### src/rtl/qdac_consts.vh
// Constants for the quad converter serial control block
`ifndef QDAC_CONSTS_VH
`define QDAC_CONSTS_VH
`define QDAC_WORD_BITS 16
`define QDAC_CODE_BITS 10
`define QDAC_CODE_MSB 13
`define QDAC_CODE_LSB 4
`define QDAC_SEL_MSB 15
`define QDAC_CTL_MSB 13
`define QDAC_CMD_MSB 15
`define QDAC_CMD_LSB 12
`define QDAC_CODE_RESET 10'h000
`define QDAC_CMD_NOP 2'h0
`define QDAC_CMD_UPO 2'h2
`define QDAC_CMD_LOAD 2'h1
`define QDAC_CMD_LOAD_UPD 2'h3
`define QDAC_SEL_UPDATE 2'h1
`define QDAC_SEL_LOADALL 2'h2
`define QDAC_SEL_SHUTDOWN 2'h3
`define QDAC_SEL_UPO_LO 2'h0
`define QDAC_SEL_UPO_HI 2'h1
`define QDAC_SEL_MODE0 2'h2
`define QDAC_SEL_MODE1 2'h3
`define QDAC_MODE_RESET 1'b0
`endif

### src/rtl/qdac_sync.v
// Two-stage synchroniser with edge detection for one pin
`timescale 1ns/1ps
module qdac_sync #(
    parameter RESET_VAL = 1'b0
) (
    input wire clk,
    input wire rst,
    input wire pin,
    output wire level,
    output wire rise,
    output wire fall
);
    reg meta_q;
    reg sync_q;
    reg prev_q;

    // First stage feeds only the second; edges come from later stages
    always @(posedge clk) begin
        if (rst) begin
            meta_q <= RESET_VAL;
            sync_q <= RESET_VAL;
            prev_q <= RESET_VAL;
        end else begin
            meta_q <= pin;
            sync_q <= meta_q;
            prev_q <= sync_q;
        end
    end

    assign level = sync_q;
    assign rise = sync_q & ~prev_q;
    assign fall = ~sync_q & prev_q;
endmodule

### src/rtl/quad_dac_serial_shutdown_ctrl.v
// Serial control, shutdown and register state of a quad 10-bit converter
`timescale 1ns/1ps
`include "qdac_consts.vh"
module quad_dac_serial_shutdown_ctrl (
    input wire CLK,
    input wire SYS_RST,
    input wire CS_N,
    input wire SERIAL_CLK,
    input wire SERIAL_DIN,
    input wire SHUTDOWN_LOCKOUT_IN,
    output reg SERIAL_DOUT,
    output reg UPO,
    output reg SHUTDOWN,
    output reg DOUT_MODE,
    output reg [`QDAC_CODE_BITS-1:0] CODE_A,
    output reg [`QDAC_CODE_BITS-1:0] CODE_B,
    output reg [`QDAC_CODE_BITS-1:0] CODE_C,
    output reg [`QDAC_CODE_BITS-1:0] CODE_D
);
    // ******************************************************
    // Pin synchronisation
    // ******************************************************
    wire cs_n_s;
    wire cs_rise;
    wire sclk_rise;
    wire sclk_fall;
    wire din_s;
    wire lock_s;
    wire lock_fall;

    qdac_sync #(.RESET_VAL(1'b1)) u_cs (
        .clk(CLK), .rst(SYS_RST), .pin(CS_N),
        .level(cs_n_s), .rise(cs_rise), .fall()
    );
    qdac_sync #(.RESET_VAL(1'b0)) u_sclk (
        .clk(CLK), .rst(SYS_RST), .pin(SERIAL_CLK),
        .level(), .rise(sclk_rise), .fall(sclk_fall)
    );
    // Data goes through the same depth so it lines up with the clock edge
    qdac_sync #(.RESET_VAL(1'b0)) u_din (
        .clk(CLK), .rst(SYS_RST), .pin(SERIAL_DIN),
        .level(din_s), .rise(), .fall()
    );
    qdac_sync #(.RESET_VAL(1'b1)) u_lock (
        .clk(CLK), .rst(SYS_RST), .pin(SHUTDOWN_LOCKOUT_IN),
        .level(lock_s), .rise(), .fall(lock_fall)
    );

    // ******************************************************
    // Shift register and command decode
    // ******************************************************
    reg [`QDAC_WORD_BITS-1:0] shift_q;
    reg [`QDAC_CODE_BITS-1:0] input_q [0:3];
    reg [`QDAC_CODE_BITS-1:0] dac_q [0:3];
    wire [1:0] sel_bits = shift_q[`QDAC_SEL_MSB:`QDAC_SEL_MSB-1];
    wire [1:0] ctl_bits = shift_q[`QDAC_CTL_MSB:`QDAC_CTL_MSB-1];
    // Code field MSB first; the two pad bits below it are ignored
    wire [`QDAC_CODE_BITS-1:0] code_field = shift_q[`QDAC_CODE_MSB-2:`QDAC_CODE_LSB-2];
    wire load_cmd = cs_rise & ctl_bits[0];
    wire upd_all = cs_rise & (((ctl_bits == `QDAC_CMD_NOP) & (sel_bits == `QDAC_SEL_UPDATE))
        | (ctl_bits == `QDAC_CMD_LOAD_UPD)
        | ((ctl_bits == `QDAC_CMD_UPO) & sel_bits[1]));
    wire load_all = cs_rise & (ctl_bits == `QDAC_CMD_NOP) & (sel_bits == `QDAC_SEL_LOADALL);
    wire sd_cmd = cs_rise & (ctl_bits == `QDAC_CMD_NOP) & (sel_bits == `QDAC_SEL_SHUTDOWN);
    wire upo_cmd = cs_rise & (ctl_bits == `QDAC_CMD_UPO) & ~sel_bits[1];
    wire mode_cmd = cs_rise & (ctl_bits == `QDAC_CMD_UPO) & sel_bits[1];

    always @(posedge CLK) begin
        if (SYS_RST) begin
            shift_q <= {`QDAC_WORD_BITS{1'b0}};
        end else if (!cs_n_s && sclk_rise) begin
            shift_q <= {shift_q[`QDAC_WORD_BITS-2:0], din_s};
        end
    end

    // ******************************************************
    // Input and converter registers, one slice per channel
    // ******************************************************
    genvar ch;
    generate
        for (ch = 0; ch < 4; ch = ch + 1) begin : g_chan
            // Channel index held at the select field's width
            localparam [1:0] CH_IDX = ch;
            wire hit = load_cmd & (sel_bits == CH_IDX);
            always @(posedge CLK) begin
                if (SYS_RST) begin
                    input_q[ch] <= `QDAC_CODE_RESET;
                    dac_q[ch] <= `QDAC_CODE_RESET;
                end else begin
                    if (hit || load_all) begin
                        input_q[ch] <= code_field;
                    end
                    if (load_all) begin
                        dac_q[ch] <= code_field;
                    end else if (upd_all) begin
                        dac_q[ch] <= hit ? code_field : input_q[ch];
                    end
                end
            end
        end
    endgenerate

    // Converter outputs are registered copies; codes pass untouched in
    // either unipolar or offset-binary (bipolar) use
    // Code passed unchanged
    always @(posedge CLK) begin
        if (SYS_RST) begin
            CODE_A <= `QDAC_CODE_RESET;
            CODE_B <= `QDAC_CODE_RESET;
            CODE_C <= `QDAC_CODE_RESET;
            CODE_D <= `QDAC_CODE_RESET;
        end else begin
            CODE_A <= dac_q[0];
            CODE_B <= dac_q[1];
            CODE_C <= dac_q[2];
            CODE_D <= dac_q[3];
        end
    end

    // ******************************************************
    // Shutdown, lockout, user output and mode
    // ******************************************************
    // Shutdown only gates the analog side; codes are kept so wake restores them
    always @(posedge CLK) begin
        if (SYS_RST) begin
            SHUTDOWN <= 1'b0;
        end else if (lock_fall) begin
            SHUTDOWN <= 1'b0;
        end else if (sd_cmd && lock_s) begin
            SHUTDOWN <= 1'b1;
        end else if (load_all || (cs_rise && ctl_bits == `QDAC_CMD_NOP
                     && sel_bits == `QDAC_SEL_UPDATE)) begin
            SHUTDOWN <= 1'b0;
        end
    end

    always @(posedge CLK) begin
        if (SYS_RST) begin
            UPO <= 1'b0;
            DOUT_MODE <= `QDAC_MODE_RESET;
        end else begin
            if (upo_cmd) begin
                UPO <= sel_bits[0];
            end
            if (mode_cmd) begin
                DOUT_MODE <= sel_bits[0];
            end
        end
    end

    // ******************************************************
    // Serial data out
    // ******************************************************
    // Chain output timing
    // Mode 1 shows the word's oldest bit from the rising edge (16 cycles);
    // mode 0 holds it until the falling edge (16.5 cycles)
    always @(posedge CLK) begin
        if (SYS_RST) begin
            SERIAL_DOUT <= 1'b0;
        end else if (!cs_n_s) begin
            if (DOUT_MODE && sclk_rise) begin
                SERIAL_DOUT <= shift_q[`QDAC_WORD_BITS-2];
            end else if (!DOUT_MODE && sclk_fall) begin
                SERIAL_DOUT <= shift_q[`QDAC_WORD_BITS-1];
            end
        end
    end
endmodule

### config.mk
export PLATFORM = sky130hd
export DESIGN_NAME = quad_dac_serial_shutdown_ctrl
export DESIGN_NICKNAME = d
export VERILOG_FILES = /design/src/rtl/qdac_sync.v /design/src/rtl/quad_dac_serial_shutdown_ctrl.v
export VERILOG_INCLUDE_DIRS = /design/src /design/src/rtl
export SDC_FILE = /design/constraint.sdc
export NUM_CORES = 1
export LEC_CHECK = 0
export BUFFER_PORTS_ARGS = -buffer_cell sky130_fd_sc_hd__buf_4
export CAP_MARGIN = 30
export CORE_ASPECT_RATIO = 0.7
export CORE_UTILIZATION = 55
export CTS_BUF_LIST = sky130_fd_sc_hd__clkbuf_8
export DETAILED_ROUTE_END_ITERATION = 10
export PLACE_DENSITY = 0.75
export SYNTH_ARGS = -nofsm -noshare
export SYNTH_HDL_FRONTEND = slang
export SYNTH_SLANG_ARGS = --single-unit
### constraint.sdc
create_clock -name CLK -period 4.21 [get_ports CLK]
set_input_delay 0.421 -clock CLK [delete_from_list [all_inputs] [get_ports CLK]]
set_output_delay 0.421 -clock CLK [all_outputs]
set_load 0.05 [all_outputs]
== Word level (Yosys, flattened, before mapping) ==
Memory sizes are Yosys's and may differ from the RTL's. A register that Yosys moved wholly into a read port is not among the register bits.
Index checks and enable logic that the tools add are counted.
Word-level totals
  output and inout bits: 44
  word-level logic and storage cells: 121
  input bits: 6
  flip-flop bits (word level): 31
  RAM bits: 80
  memories: 2
Operators by class
  mux-type cells: 41
  equal/unequal tests: 5
  bitwise logic cells: 38
  reductions and logical operators: 19
Memory list
  dac_q: words 4, width 10, rd ports 4, clocked after Yosys merged registers in 4, write ports 4, RTL line quad_dac_serial_shutdown_ctrl.v:54  | reg [`QDAC_CODE_BITS-1:0] dac_q [0:3];
  input_q: words 4, width 10, rd ports 4, clocked after Yosys merged registers in 0, write ports 4, RTL line quad_dac_serial_shutdown_ctrl.v:53  | reg [`QDAC_CODE_BITS-1:0] input_q [0:3];
Operators with widths (number)
  two-way mux 10 bit: 16
  two-way mux 1 bit: 25
  AND 1 bit: 18
  bitwise OR 1 bit: 14
  equality test 2 bit (second input constant): 4
  logical AND 1 bit: 6
  inverter 1 bit: 6
  logical OR 1 bit: 5
  zero test 2 bit: 2
  nonzero test 2 bit: 2
  equality test 2 x 1 -> 1 bit (second input constant): 1
  zero test 1 bit: 2
  AND reduction 2 bit: 1
  OR reduction 2 bit: 1

== Depth between registers and ports, before layout ==
  depth after elaboration: 10
  mapped depth: 7
  gate-level depth less buffers: 4

== Cells and area by module ==
From an unflattened synthesis, not the netlist that was laid out.
Unflattened totals
  cells, all modules: 446
  area total of the unflattened synthesis: 5680.4 um2
Modules (own cells, without submodules)
  quad_dac_serial_shutdown_ctrl: area each 5312.6 um2, times used 1, cells each 414, seq. area each 3603.5 um2
  qdac_sync (u_cs ...): area each 92.6 um2, times used 2, cells each 8, seq. area each 60.1 um2
  qdac_sync (u_din ...): area each 91.3 um2, times used 2, cells each 8, seq. area each 60.1 um2

== Least setup slack after synthesis ==
OpenSTA, ideal clock, no wires.
  kind: input port to flip-flop
  start point: in SYS_RST
  end point: mem dac_q[0][0] in the netlist's numbering, enable pin
  slack: 2066 ps
  arrival time: 1754 ps
  library setup time: 389 ps
  required time: 3821 ps
  stages on the path: 3
  buffers on the path: 2
  cell sequence: clkbuf_1 > clkbuf_1 > a221o_1
RTL lines
  start: declaration: RTL line quad_dac_serial_shutdown_ctrl.v:6  | input wire SYS_RST,
  end: declaration: RTL line quad_dac_serial_shutdown_ctrl.v:54

==> impl_metrics.env <==
export IMPL_ys_types=36
export IMPL_arrival_ns=2.51
export IMPL_critPathCaptureType="flop"
export IMPL_ys_ff_latch=151
export IMPL_num_io_pins=50
export IMPL_synthCells=456
export IMPL_via_per_inst=5.51
export IMPL_gp_congestion=0.897
export IMPL_worstPathCellList="nor2b_1 > a21oi_1 > or3_1 > nand2b_1"
export IMPL_htree_levels=4
export IMPL_clock_latency_ns=0.44
export IMPL_n_fill_cell=718
export IMPL_antenna_found_initial=0
export IMPL_vdd_drop_max_mv=0.336
export IMPL_first_global_vias=3210
export IMPL_cts_buffers=17
export IMPL_status="finished, final reports clean"
export IMPL_wl_um=10400
export IMPL_clock_skew_ns=0.00991
export IMPL_layout_common_cells="edfxtp_1, dfxtp_1, nor2b_1"
export IMPL_hold_path_class="in -> reg"
export IMPL_hold_viol_final=0
export IMPL_final_util_pct=66.6
export IMPL_syn_num_nets=462
export IMPL_cap_violations=0
export IMPL_fin_crit_sh_pct=57.7
export IMPL_grt_max_degree=111
export IMPL_setup_violations=0
export IMPL_multi_input_area_mm2=0.00167
export IMPL_power_switching_share_pct=20.8
export IMPL_syn_area_mm2=0.00561
export IMPL_tightestPinTransition_ns=1.01
export IMPL_rsz0062_at_grt="false"
export IMPL_finalCriticalPeriod_ns=2.43
export IMPL_synth_area_per_cell_um2=12.3
export IMPL_setup_tns_ns=0
export IMPL_mostFrequentLayoutCell="edfxtp_1"
export IMPL_power_switching_uw=630
export IMPL_dpl_hpwl_um=6740
export IMPL_max_slew_margin_rel_pct=32.5
export IMPL_finalNetCount=504
export IMPL_yosysSeqAreaShare_pct=68.2
export IMPL_syn_to_final_growth_pct=16.3
export IMPL_layout_drive_gt1_share_pct=19.0
export IMPL_overflow=0
export IMPL_power_frac_comb_pct=4.2
export IMPL_first_pass_iters=8
export IMPL_drtAntennaViolNets=0
export IMPL_p_per_area_mw_per_mm2=465
export IMPL_n_antenna_cell=0
export IMPL_synth_ff_type="edfxtp_1"
export IMPL_cts_hold_buf=0
export IMPL_ctsResizeCount=0
export IMPL_die_w_um=123
export IMPL_die_h_um=86.5
export IMPL_pwr_share_clk_pct=43.0
export IMPL_core_mm2=0.00980
export IMPL_cts_tree="done"
export IMPL_drt_iter0_drc=365
export IMPL_cts_root_buffer="clkbuf_8"
export IMPL_num_vias=3524
export IMPL_critPathMaxFanout=16
export IMPL_max_stage_delay_ns=0.68
export IMPL_synth_edf_count=80
export IMPL_crit_family="simple AND/OR/NAND/NOR gates"
export IMPL_drc_errors=0
export IMPL_path_clk_slew_ns=0.07
export IMPL_portBuffers=49
export IMPL_grt_use_total_pct=21.9
export IMPL_path_buf_inv=0
export IMPL_ctsLongestPathBuffers=2
export IMPL_crit_type="reg -> reg"
export IMPL_postCtsSetupBuffers=0
export IMPL_cp_slowest_cell="dfxtp_1"
export IMPL_dieArea_mm2=0.0106
export IMPL_wire_per_inst_um=16.4
export IMPL_drv_slew=0
export IMPL_max_freq_mhz=412
export IMPL_synth_warning_count=0
export IMPL_crit_required_ns=4.30
export IMPL_internal_power_uw=2400
export IMPL_start_util_pct=57.3
export IMPL_regArea_mm2=0.00382
export IMPL_num_rows=30
export IMPL_pwr_share_seq_pct=52.8
export IMPL_ys_async_sr_fraction_pct=0
export IMPL_grt_pass1_wl_um=16700
export IMPL_crit_path_start_kind="flop"
export IMPL_clock_sinks=151
export IMPL_p_leak_uw=0.00233
## final cells by class
type | count | share of cell area [%]
clock buffers | 18 | 3.80
clock inverters | 14 | 3.55
inverters | 2 | 0.115
multi-input cells | 274 | 25.5
flip-flops and latches | 151 | 58.6
well taps | 128 | 2.45
repair buffers | 52 | 5.95
## path summary, 6_finish.rpt
path	startpoint	end	slack, ns	depth (start not counted)
setup / recovery	shift_q[12]	input_q[0][2]	1.78	4
hold / removal	SHUTDOWN_LOCKOUT_IN	u_lock.meta_q	0.16	2
setup reg to reg	shift_q[12]	input_q[0][2]	1.78	4
hold reg to reg	u_lock.meta_q	u_lock.level	0.43	1
## through the flow
step	hold WS [ns]	instances	worst slack [ns]	cell area, um^2	total power (uW)
floorplan	0.389	456	2.07	5610	1720
detailed placement	0.406	606	1.51	6040	1760
global route	0.147	639	1.61	6520	3130
finish	0.164	639	1.78	6520	3030
global placement	0.392	606	1.69	6040	1760
CTS	0.144	638	1.49	6520	3050
## worst register-to-register path: stages (launching register included)
cell      delay, ns
dfxtp_1        0.68
nor2b_1        0.38
a21oi_1        0.07
or3_1          0.51
nand2b_1       0.43
## cell families (layout without fill, tap and decap cells)
kind of cell | after synthesis | count (layout) | synth area share, %
simple gates | 193 | 193 | 18.3
compound gates | 78 | 78 | 10.9
buf+inv | 31 | 86 | 2.14
mux | 3 | 3 | 0.535
flops | 151 | 151 | 68.2
## power groups by stage
stage	Sequential, uW	Clock [uW]	Combinational [uW]
6_report	1600	1310	127
3_5_place_dp	1630	0	129
2_1_floorplan	1680	0	44.7
3_3_place_gp	1630	0	126
5_1_grt	1610	1390	136
4_1_cts	1600	1320	129
## layer usage
metal	up-vias	track usage [%]	routed length (um)
li1	1687	-	-
met1	1693	32.2	4800
met2	135	30.9	4670
met5	-	0	0
met4	0	8.31	98
met3	9	6.18	871
## state kept, by name (all words and copies together) (netlist names), 10 cells and up
register and count:
dac_q 40, input_q 40, shift_q 16, CODE_A 10, CODE_B 10, CODE_C 10
CODE_D 10
## synthesized netlist by cell type (3+ instances only)
library cell  count  area [um^2]
nor2b_1          59          369
o21ai_0           4         20.0
nand3_1           4         20.0
o32ai_1          10         87.6
nor2_1           48          180
edfxtp_1         80         2400
or2_2             7         43.8
nand2b_1         27          169
dfxtp_1          71         1420
a21oi_1          21          105
buf_2             3         15.0
a22o_1           30          263
nand2_1          36          135
clkbuf_1         25         93.8
mux2i_1           3         30.0
No activity file was read; power rests on OpenSTA's default activity.
